--- src/hdl/crpm_regs.vh ---
// Register indices, field masks and reset values of the clock, reset and power unit
//
// Contract
// - A low level on the reset pin forces all logic except the reset pin driver and the reset cause flags to its start state at once, without a clock.
// - Any internal reset source pulls the reset pin low through an open-drain driver.
// - The oscillator clock is derived from the level seen on the crystal input pin.
// - While the oscillator enable bit is clear both crystal pins get weak pull-downs.
// - The periodic clock pin carries the selected signal and is driven only while enabled.
// - Internal clocks reach the test clock pin only while the test clock enable bit is set.
// - The trim-load strobe loads the core and flash supply trims, which drive the regulator.
// - Multiplier and reference divider writes act only with protection clear and PLL selected.
// - An accepted multiplier write clears the lock and oscillator-up status bits.
`ifndef CRPM_REGS_VH
`define CRPM_REGS_VH

// Register indices; byte address is four times the index
`define CRPM_IDX_SYNR 10'h034
`define CRPM_IDX_REFDIV 10'h035
`define CRPM_IDX_POSTDIV 10'h036
`define CRPM_IDX_FLG 10'h037
`define CRPM_IDX_INT 10'h038
`define CRPM_IDX_CLKS 10'h039
`define CRPM_IDX_PLL 10'h03a
`define CRPM_IDX_RTI 10'h03b
`define CRPM_IDX_COP 10'h03c
`define CRPM_IDX_TEST0 10'h03d
`define CRPM_IDX_TEST1 10'h03e
`define CRPM_IDX_SERVICE 10'h03f
`define CRPM_IDX_GAP 10'h2f0
`define CRPM_IDX_LVCTL 10'h2f1
`define CRPM_IDX_APICTL 10'h2f2
`define CRPM_IDX_APITR 10'h2f3
`define CRPM_IDX_APIRH 10'h2f4
`define CRPM_IDX_APIRL 10'h2f5
`define CRPM_IDX_REGTEST 10'h2f6
`define CRPM_IDX_OSC 10'h2fa
`define CRPM_IDX_WRITE_PROTECT_BIT 10'h2fb

// Writable bit masks
`define CRPM_MSK_REFDIV 8'hcf
`define CRPM_MSK_POSTDIV 8'h1f
`define CRPM_MSK_INT 8'h92
`define CRPM_MSK_CLKS 8'hcf
`define CRPM_MSK_PLL 8'h30
`define CRPM_MSK_COP 8'hc7
`define CRPM_MSK_LVCTL 8'h02
`define CRPM_MSK_APICTL 8'h9e
`define CRPM_MSK_APITR 8'hfc
`define CRPM_MSK_FLG_W1C 8'h76

// Reset values
`define CRPM_RST_REFDIV 8'h0f
`define CRPM_RST_POSTDIV 8'h03
`define CRPM_RST_CLKS 8'h80

// Field positions
`define CRPM_BIT_PLL_CLOCK_SELECT 7
`define CRPM_BIT_OSCE 7
`define CRPM_BIT_PERIODIC_OUTPUT_SELECT 4
`define CRPM_BIT_PERIODIC_OUTPUT_ENABLE 3
`define CRPM_BIT_APIFE 2
`define CRPM_BIT_APIF 0
`define CRPM_BIT_TCLK_EN 6
`define CRPM_BIT_WRITE_PROTECT_BIT 0

// Reset source vector positions
`define CRPM_SRC_POR 0
`define CRPM_SRC_LVR 1
`define CRPM_SRC_ILA 2

`endif

--- src/hdl/crpm_top.v ---
// Clock, reset and power unit register bank with its pin-level logic
//
// Implementation choice: the APB register port.
`timescale 1ns/1ns
`default_nettype none
`include "crpm_regs.vh"

module crpm_top (
   input wire pclk,
   input wire presetn,
   input wire psel,
   input wire penable,
   input wire pwrite,
   input wire [11:0] paddr,
   input wire [31:0] pwdata,
   output reg [31:0] prdata,
   output reg pready,
   output reg pslverr,
   input wire reset_pin_in,
   output reg reset_pin_out,
   output reg reset_pin_oe,
   input wire [4:0] reset_sources,
   input wire crystal_input_pin,
   output reg crystal_input_pulldown,
   output reg crystal_output_pulldown,
   output reg oscillator_clock,
   input wire pll_locked_in,
   input wire osc_up_in,
   output reg periodic_clock_output_pin,
   output reg periodic_clock_output_oe,
   output reg test_clock_out,
   input wire trim_load_strobe,
   input wire [2:0] core_trim_in,
   input wire [2:0] flash_trim_in,
   output reg [2:0] core_supply_trim,
   output reg [2:0] flash_supply_trim,
   output reg pll_clock_select
);

   // Internal reset: asserts at once from either source, releases on the clock
   wire rst_raw_n, rst_n;
   reg rst_meta_reg, rst_sync_reg;

   assign rst_raw_n = presetn & reset_pin_in;
   assign rst_n = rst_sync_reg;

   always @(posedge pclk or negedge rst_raw_n)
   begin
      if (!rst_raw_n)
      begin
         rst_meta_reg <= 1'b0;
         rst_sync_reg <= 1'b0;
      end
      else
      begin
         rst_meta_reg <= 1'b1;
         rst_sync_reg <= rst_meta_reg;
      end
   end

   // Open-drain reset driver and reset cause flags, untouched by pin resets
   reg porf_reg, lvrf_reg, ilaf_reg;
   wire flg_clr_w;

   always @(posedge pclk or negedge presetn)
   begin
      if (!presetn)
      begin
         reset_pin_out <= 1'b0;
         reset_pin_oe <= 1'b0;
         porf_reg <= 1'b0;
         lvrf_reg <= 1'b0;
         ilaf_reg <= 1'b0;
      end
      else
      begin
         reset_pin_out <= 1'b0;
         reset_pin_oe <= |reset_sources;
         // Set wins over a software clear
         porf_reg <= reset_sources[`CRPM_SRC_POR] | (porf_reg & ~(flg_clr_w & pwdata[6]));
         lvrf_reg <= reset_sources[`CRPM_SRC_LVR] | reset_sources[`CRPM_SRC_POR] |
            (lvrf_reg & ~(flg_clr_w & pwdata[5]));
         ilaf_reg <= reset_sources[`CRPM_SRC_ILA] | (ilaf_reg & ~(flg_clr_w & pwdata[2]));
      end
   end

   // Three-stage sampling of outside levels; a change counts once the second and third stages agree
   reg [2:0] smp1_reg, smp2_reg, smp3_reg;
   reg [2:0] filt_reg, filt_prev_reg;

   always @(posedge pclk or negedge rst_n)
   begin
      if (!rst_n)
      begin
         smp1_reg <= 3'h0;
         smp2_reg <= 3'h0;
         smp3_reg <= 3'h0;
         filt_reg <= 3'h0;
         filt_prev_reg <= 3'h0;
      end
      else
      begin
         smp1_reg <= {osc_up_in, pll_locked_in, crystal_input_pin};
         smp2_reg <= smp1_reg;
         smp3_reg <= smp2_reg;
         filt_reg <= (smp2_reg & smp3_reg) | (filt_reg & (smp2_reg | smp3_reg));
         filt_prev_reg <= filt_reg;
      end
   end

   // Register storage; the first test row keeps nothing, so writes to it vanish
   reg [7:0] synr_reg, refdiv_reg, postdiv_reg, int_reg, clks_reg, pll_reg, rti_reg;
   reg [7:0] cop_reg, test1_reg, lvctl_reg, apictl_reg, apitr_reg, apirh_reg, apirl_reg;
   reg [7:0] osc_reg;
   reg write_protect_bit_reg, lock_reg, oscillator_up_status_reg, lockif_reg, oscif_reg;
   reg [15:0] api_cnt_reg;
   reg api_tick_reg, api_clk_reg, div2_reg;

   // Bus decode
   wire [9:0] idx;
   wire [7:0] wd;
   wire wr_en, pll_wr_ok, pll_wr_clr, api_hit;

   assign idx = paddr[11:2];
   assign wd = pwdata[7:0];
   assign wr_en = psel & penable & pwrite & pready & ~pslverr;
   assign pll_wr_ok = ~write_protect_bit_reg & clks_reg[`CRPM_BIT_PLL_CLOCK_SELECT];
   assign pll_wr_clr = wr_en & pll_wr_ok &
      ((idx == `CRPM_IDX_SYNR) | (idx == `CRPM_IDX_REFDIV));
   assign flg_clr_w = wr_en & (idx == `CRPM_IDX_FLG);
   assign api_hit = (api_cnt_reg == {apirh_reg, apirl_reg});

   // Register writes
   always @(posedge pclk or negedge rst_n)
   begin
      if (!rst_n)
      begin
         synr_reg <= 8'h00;
         refdiv_reg <= `CRPM_RST_REFDIV;
         postdiv_reg <= `CRPM_RST_POSTDIV;
         int_reg <= 8'h00;
         clks_reg <= `CRPM_RST_CLKS;
         pll_reg <= 8'h00;
         rti_reg <= 8'h00;
         cop_reg <= 8'h00;
         test1_reg <= 8'h00;
         lvctl_reg <= 8'h00;
         apitr_reg <= 8'h00;
         apirh_reg <= 8'h00;
         apirl_reg <= 8'h00;
         osc_reg <= 8'h00;
         write_protect_bit_reg <= 1'b0;
      end
      else if (wr_en)
      begin
         // Masks keep reserved bits at zero
         case (idx)
            `CRPM_IDX_SYNR: if (pll_wr_ok) synr_reg <= wd;
            `CRPM_IDX_REFDIV: if (pll_wr_ok) refdiv_reg <= wd & `CRPM_MSK_REFDIV;
            `CRPM_IDX_POSTDIV:
            begin
               if (clks_reg[`CRPM_BIT_PLL_CLOCK_SELECT])
                  postdiv_reg <= wd & `CRPM_MSK_POSTDIV;
            end
            `CRPM_IDX_INT: int_reg <= wd & `CRPM_MSK_INT;
            `CRPM_IDX_CLKS: clks_reg <= wd & `CRPM_MSK_CLKS;
            `CRPM_IDX_PLL: pll_reg <= wd & `CRPM_MSK_PLL;
            `CRPM_IDX_RTI: rti_reg <= wd;
            `CRPM_IDX_COP: cop_reg <= wd & `CRPM_MSK_COP;
            `CRPM_IDX_TEST1: test1_reg <= wd;
            `CRPM_IDX_LVCTL: lvctl_reg <= wd & `CRPM_MSK_LVCTL;
            `CRPM_IDX_APITR: apitr_reg <= wd & `CRPM_MSK_APITR;
            `CRPM_IDX_APIRH: apirh_reg <= wd;
            `CRPM_IDX_APIRL: apirl_reg <= wd;
            `CRPM_IDX_OSC: osc_reg <= wd;
            `CRPM_IDX_WRITE_PROTECT_BIT: write_protect_bit_reg <= wd[`CRPM_BIT_WRITE_PROTECT_BIT];
            default: write_protect_bit_reg <= write_protect_bit_reg;
         endcase
      end
   end

   // Status flags; a hardware set wins over a clear in the same cycle
   always @(posedge pclk or negedge rst_n)
   begin
      if (!rst_n)
      begin
         lock_reg <= 1'b0;
         oscillator_up_status_reg <= 1'b0;
         lockif_reg <= 1'b0;
         oscif_reg <= 1'b0;
      end
      else
      begin
         lock_reg <= (filt_reg[1] & ~filt_prev_reg[1]) | (lock_reg & ~pll_wr_clr);
         oscillator_up_status_reg <= (filt_reg[2] & ~filt_prev_reg[2]) | (oscillator_up_status_reg & ~pll_wr_clr);
         lockif_reg <= (filt_reg[1] ^ filt_prev_reg[1]) | (lockif_reg & ~(flg_clr_w & wd[4]));
         oscif_reg <= (filt_reg[2] ^ filt_prev_reg[2]) | (oscif_reg & ~(flg_clr_w & wd[1]));
      end
   end

   // Autonomous periodic timer and its control register
   always @(posedge pclk or negedge rst_n)
   begin
      if (!rst_n)
      begin
         api_cnt_reg <= 16'h0000;
         api_tick_reg <= 1'b0;
         api_clk_reg <= 1'b0;
         apictl_reg <= 8'h00;
         div2_reg <= 1'b0;
      end
      else
      begin
         div2_reg <= ~div2_reg;
         api_tick_reg <= 1'b0;
         if (!apictl_reg[`CRPM_BIT_APIFE])
            api_cnt_reg <= 16'h0000;
         else if (api_hit)
         begin
            api_cnt_reg <= 16'h0000;
            api_tick_reg <= 1'b1;
            api_clk_reg <= ~api_clk_reg;
         end
         else
            api_cnt_reg <= api_cnt_reg + 16'h0001;
         if (wr_en && (idx == `CRPM_IDX_APICTL))
            apictl_reg <= (wd & `CRPM_MSK_APICTL) |
               {7'h00, api_tick_reg | (apictl_reg[`CRPM_BIT_APIF] & ~wd[`CRPM_BIT_APIF])};
         else
            apictl_reg[`CRPM_BIT_APIF] <= apictl_reg[`CRPM_BIT_APIF] | api_tick_reg;
      end
   end

   // Pin outputs and trims
   reg tclk_sel;

   always @*
   begin
      case (test1_reg[5:4])
         2'b00: tclk_sel = filt_reg[0];
         2'b01: tclk_sel = api_clk_reg;
         2'b10: tclk_sel = div2_reg;
         default: tclk_sel = 1'b0;
      endcase
   end

   always @(posedge pclk or negedge rst_n)
   begin
      if (!rst_n)
      begin
         crystal_input_pulldown <= 1'b1;
         crystal_output_pulldown <= 1'b1;
         oscillator_clock <= 1'b0;
         periodic_clock_output_pin <= 1'b0;
         periodic_clock_output_oe <= 1'b0;
         test_clock_out <= 1'b0;
         core_supply_trim <= 3'h0;
         flash_supply_trim <= 3'h0;
         pll_clock_select <= 1'b1;
      end
      else
      begin
         crystal_input_pulldown <= ~osc_reg[`CRPM_BIT_OSCE];
         crystal_output_pulldown <= ~osc_reg[`CRPM_BIT_OSCE];
         oscillator_clock <= osc_reg[`CRPM_BIT_OSCE] & filt_reg[0];
         // Select 1: toggling clock, 0: one-cycle tick
         periodic_clock_output_pin <= apictl_reg[`CRPM_BIT_PERIODIC_OUTPUT_ENABLE] &
            (apictl_reg[`CRPM_BIT_PERIODIC_OUTPUT_SELECT] ? api_clk_reg : api_tick_reg);
         periodic_clock_output_oe <= apictl_reg[`CRPM_BIT_PERIODIC_OUTPUT_ENABLE];
         test_clock_out <= test1_reg[`CRPM_BIT_TCLK_EN] & tclk_sel;
         if (trim_load_strobe)
         begin
            core_supply_trim <= core_trim_in;
            flash_supply_trim <= flash_trim_in;
         end
         pll_clock_select <= clks_reg[`CRPM_BIT_PLL_CLOCK_SELECT];
      end
   end

   // Read mux; write-only and test rows read zero
   reg [7:0] rd_data;
   reg rd_hit;

   always @*
   begin
      rd_hit = 1'b1;
      rd_data = 8'h00;
      case (idx)
         `CRPM_IDX_SYNR: rd_data = synr_reg;
         `CRPM_IDX_REFDIV: rd_data = refdiv_reg;
         `CRPM_IDX_POSTDIV: rd_data = postdiv_reg;
         `CRPM_IDX_FLG:
            rd_data = {1'b0, porf_reg, lvrf_reg, lockif_reg, lock_reg, ilaf_reg, oscif_reg,
               oscillator_up_status_reg};
         `CRPM_IDX_INT: rd_data = int_reg;
         `CRPM_IDX_CLKS: rd_data = clks_reg;
         `CRPM_IDX_PLL: rd_data = pll_reg;
         `CRPM_IDX_RTI: rd_data = rti_reg;
         `CRPM_IDX_COP: rd_data = cop_reg;
         `CRPM_IDX_TEST0: rd_data = 8'h00;
         `CRPM_IDX_TEST1: rd_data = 8'h00;
         `CRPM_IDX_SERVICE: rd_data = 8'h00;
         `CRPM_IDX_GAP: rd_data = 8'h00;
         `CRPM_IDX_LVCTL: rd_data = lvctl_reg;
         `CRPM_IDX_APICTL: rd_data = apictl_reg;
         `CRPM_IDX_APITR: rd_data = apitr_reg;
         `CRPM_IDX_APIRH: rd_data = apirh_reg;
         `CRPM_IDX_APIRL: rd_data = apirl_reg;
         `CRPM_IDX_REGTEST: rd_data = {2'b00, flash_supply_trim, core_supply_trim};
         `CRPM_IDX_OSC: rd_data = osc_reg;
         `CRPM_IDX_WRITE_PROTECT_BIT: rd_data = {7'h00, write_protect_bit_reg};
         default: rd_hit = 1'b0;
      endcase
   end

   // APB answer: ready in the first access cycle, no wait states
   always @(posedge pclk or negedge rst_n)
   begin
      if (!rst_n)
      begin
         prdata <= 32'h00000000;
         pready <= 1'b0;
         pslverr <= 1'b0;
      end
      else if (psel && !penable)
      begin
         prdata <= pwrite ? 32'h00000000 : {24'h000000, rd_data};
         pready <= 1'b1;
         pslverr <= ~rd_hit;
      end
      else
      begin
         pready <= 1'b0;
         pslverr <= 1'b0;
      end
   end

endmodule // crpm_top

`default_nettype wire

--- config.mk ---
export PLATFORM = sky130hd
export DESIGN_NAME = crpm_top
export DESIGN_NICKNAME = d
export VERILOG_FILES = /design/src/hdl/crpm_top.v
export VERILOG_INCLUDE_DIRS = /design/src /design/src/hdl
export SDC_FILE = /design/constraint.sdc
export NUM_CORES = 1
export LEC_CHECK = 0
export ABC_AREA = 1
export BUFFER_PORTS_ARGS = -buffer_cell sky130_fd_sc_hd__buf_2
export CAP_MARGIN = 20
export CORE_MARGIN = 5
export CORE_UTILIZATION = 45
export DETAILED_ROUTE_END_ITERATION = 16
export PLACE_DENSITY = 0.72
export RECOVER_POWER = 50
export SLEW_MARGIN = 10
export SYNTH_ARGS = -nofsm -noshare
export SYNTH_HDL_FRONTEND = slang
export SYNTH_SLANG_ARGS = --single-unit
--- constraint.sdc ---
create_clock -name pclk -period 5.88 [get_ports pclk]
set_clock_uncertainty 0.1 [all_clocks]
set_input_delay 0.588 -clock pclk [delete_from_list [all_inputs] [get_ports pclk]]
set_output_delay 0.588 -clock pclk [all_outputs]
set_load 0.01 [all_outputs]
==> results.sh <==
export IMPL_routabilityCongestion=0.907
export IMPL_worst_slew_pin_transition_ns=0.942
export IMPL_critical_path_endpoint="prdata[0]$_DFFE_PN0P_"
export IMPL_crit_path_start_kind="primary input"
export IMPL_die_footprint_mm2=0.0188
export IMPL_total_leakage_power_uw=0.00398
export IMPL_postSynthAreaPerCell_um2=8.69
export IMPL_start_util=0.459
export IMPL_reg2reg_depth=6
export IMPL_clk_pin_slew_worst_paths_ns=0.06
export IMPL_groute_usage_overall=0.205
export IMPL_critical_path_slowest_cell="nor2_2"
export IMPL_crit_chain="buf_2 > nand2_1 > nor2_2 > nand2_2 > nor2_8 > nand2_1 > nand2_1 > inv_1 > nand2_1 > nor2_1 > nand2_1 > nand3_1 > nand2_1"
export IMPL_std_cell_rows=46
export IMPL_max_clock_freq_mhz=395
export IMPL_postSynth_asyncResetShare=1.00
export IMPL_worst_ep_required_time_ns=6.14
export IMPL_internal_power_uw=1730
export IMPL_share_of_cells_above_drive_strength_1=0.182
export IMPL_timing_setup_critical_path_class="primary input to flop"
export IMPL_power_frac_clock=0.482
export IMPL_postSynthRegisterBits=149
export IMPL_rsz0062_at_grt="no"
export IMPL_total_vias_in_the_final_route=5807
export IMPL_cts_max_path_buffers=2
export IMPL_worst_hold_path_type="primary input to flop"
export IMPL_synth_area_mm2=0.00729
export IMPL_power_net_switching_uw=519
export IMPL_yosys_area_top_type_share=0.481
export IMPL_die_h_um=137
export IMPL_cts_tree="done"
export IMPL_worst_path_largest_cell_delay_ns=0.75
export IMPL_worst_path_arrival_ns=2.80
export IMPL_power_switching_fraction=0.231
export IMPL_grt_pass1_wl_um=29200
export IMPL_largest_register_ff_count=16
export IMPL_power_per_cell_area_mw_per_mm2=272
export IMPL_hpwlAfterDp_um=13000
export IMPL_grt_start_max_net_pins=74
export IMPL_dr_first_iter_drc_count=559
export IMPL_wire_length_after_detailed_routing_um=18300
export IMPL_synth_top_area_cell="dfrtp_1"
export IMPL_numCtsBuffers=17
export IMPL_core_area_mm2=0.0159
export IMPL_cts_sinks=149
export IMPL_final_hold_worst_slack_ns=0.165
export IMPL_detailedRoute_firstPassIterationCount=5
export IMPL_power_frac_seq=0.467
export IMPL_yosys_top_cells_area="dfrtp_1, nand2_1, nand3_1"
export IMPL_number_of_flops_mapped_to_enable_cells_by_yosys=0
export IMPL_final_setup_tns_ns=0
export IMPL_vdd_drop_max_v=0.000155
export IMPL_floorplan_io_pins=114
export IMPL_globalRouteMet2Util=0.326
export IMPL_yosys_cell_types_count=40
export IMPL_nets=965
export IMPL_antennaDiodeCount=0
export IMPL_route_antenna_remaining_nets=0
export IMPL_detail_route_drc_violations=0
export IMPL_avgRoutedWirePerCell_um=16.3
export IMPL_pwr_share_comb=0.051
export IMPL_synth_yosys_warnings=0
export IMPL_overflow=0
export IMPL_seq_area_frac_synth=0.513
export IMPL_globalRoute_busiestLayer="met2"
export IMPL_worst_skew_pair_late_latency_ns=0.43
export IMPL_post_cts_setup_buffers=0
export IMPL_regArea_mm2=0.00374
export IMPL_viasPerCell=5.16
export IMPL_clk_root_buffer_cell="clkbuf_16"
export IMPL_via_count_of_the_first_global_routing_pass=5515
export IMPL_finalHoldViolCount=0
export IMPL_syn2layout_area_growth_pct=13.2
export IMPL_cap_viol_max_count=0
export IMPL_global_route_usage_met3=0.0431
export IMPL_max_slew_margin=0.371
export IMPL_reg2reg_from="pslverr$_DFF_PN0_"
export IMPL_htreeDepth=4
export IMPL_startpoint="paddr[7]"
export IMPL_reg2reg_to="apictl_reg[0]$_DFF_PN0_"
export IMPL_critical_path_peak_fanout=22
export IMPL_die_w_um=137
export IMPL_finalSetupViolations=0
export IMPL_initial_antenna_violation_count=0
export IMPL_number_of_instances_in_the_synthesized_netlist=839
export IMPL_post_route_period_util=0.430
export IMPL_setup_reg_to_reg_worst_slack_ns=3.84
export IMPL_final_min_clock_period_ns=2.53
export IMPL_multi_input_area_mm2=0.00305
export IMPL_ys_flop_type="dfrtp_1"
export IMPL_slew_violations=0
export IMPL_run_status="completed"
export IMPL_preCtsSetupSlack_ns=2.97
export IMPL_buffer_ports_inserted=62
export IMPL_worstSetupEndpointType="flop"
export IMPL_critPathMostFrequentCell="nand2_1"
export IMPL_setup_ws_ns=3.35
export IMPL_met1_usage=0.272
export IMPL_fillCellCount=1486
power by group through the flow:
stage	Sequential (uW)	Combinational, uW	Clock (uW)
6_report	1050	115	1080
5_1_grt	1050	128	1140
4_1_cts	1050	116	1090
3_5_place_dp	1070	114	0
3_3_place_gp	1060	113	0
2_1_floorplan	1080	64.1	0
synthesized netlist by cell type (3+ instances only):
cell type  instances
nand2_1          222
dfrtp_1          140
nor2_1            72
nand3_1           57
inv_1             56
o21ai_1           45
o21ai_0           38
buf_4             27
nand4_1           23
xnor2_1           18
o21ai_2           13
clkbuf_1          11
nor3_1            11
buf_2              9
dfstp_2            9
nand2_2            9
nor2_4             9
inv_2              7
nand2_4            7
a21oi_1            6
buf_6              5
mux2_2             5
xor2_1             5
nor2_2             4
a31oi_1            3
ha_1               3
maj3_1             3
nor2_8             3
nor3b_1            3
repair_timing:
action                    CTS  global route
resized for setup           0             0
hold endpoints to repair    6             0
hold buffers                2             0
critical path, delay by kind of cell:
kind	cells	cell delay, ns
AND/OR/NAND/NOR	11	2.05
buffers and inverters	2	0.14
through the flow:
| step | area, um2 | power, uW | std cells | util |
|---|---|---|---|---|
| floorplan | 7380 | 1140 | 863 | - |
| global placement | 7640 | 1180 | 1092 | 0.481 |
| detailed placement | 7640 | 1180 | 1092 | 0.481 |
| CTS | 8260 | 2250 | 1126 | 0.520 |
| global route | 8260 | 2310 | 1126 | 0.520 |
| finish | 8260 | 2240 | 1126 | 0.520 |
placed cells by master (no fill, tap or decap), drive strengths merged:
master,n
and3,2
mux2,5
xor2,5
ha,3
o21bai,2
clkbuf,23
maj3,3
dlygate4sd3,2
clkinvlp,2
a31o,2
nor3,12
dfstp,9
nor3b,3
nand2,238
nor4,1
a21oi,6
o311a,1
bufinv,2
clkinv,7
dfrtp,140
nor2,88
xnor2,18
a21boi,1
a31oi,3
nand4,23
conb,26
buf,63
nand3b,1
o21ai,96
inv,64
nand3,59
kinds of logic after synthesis:
family	after synthesis	synth area share
other cells	2	0.00103
flops	149	0.513
simple gates	427	0.275
mux	5	0.00772
compound gates	111	0.0862
buf+inv	116	0.0805
xor+xnor	23	0.0276
fa+ha+maj	6	0.00927
layer usage:
metal | vias up | wire, um
met1 | 2765 | 8020
met5 | - | 0
met2 | 215 | 8370
met4 | 0 | 565
met3 | 30 | 1370
li1 | 2797 | -
area by class of cell:
type | instances | share of cell area
Clock buffer | 21 | 0.0570
Clock inverter | 11 | 0.0152
Inverter | 64 | 0.0293
Multi-Input combinational cell | 598 | 0.370
Sequential cell | 149 | 0.453
Tap cell | 216 | 0.0327
Timing Repair Buffer | 67 | 0.0424
worst min-delay path by stage:
stage | startpoint | endpoint | slack, ns | cells past startpoint
3_3_place_gp | smp1_reg[2]$_DFF_PN0_ | smp2_reg[2]$_DFF_PN0_ | 0.23 | 0
5_1_grt | crystal_input_pin | smp1_reg[0]$_DFF_PN0_ | 0.15 | 1
2_1_floorplan | presetn | ilaf_reg$_DFF_PN0_ | 0.19 | 0
4_1_cts | crystal_input_pin | smp1_reg[0]$_DFF_PN0_ | 0.15 | 1
3_5_place_dp | smp1_reg[0]$_DFF_PN0_ | smp2_reg[0]$_DFF_PN0_ | 0.24 | 0
6_report | osc_up_in | smp1_reg[2]$_DFF_PN0_ | 0.16 | 1
Note: power is estimated with default switching activity, not from simulation.
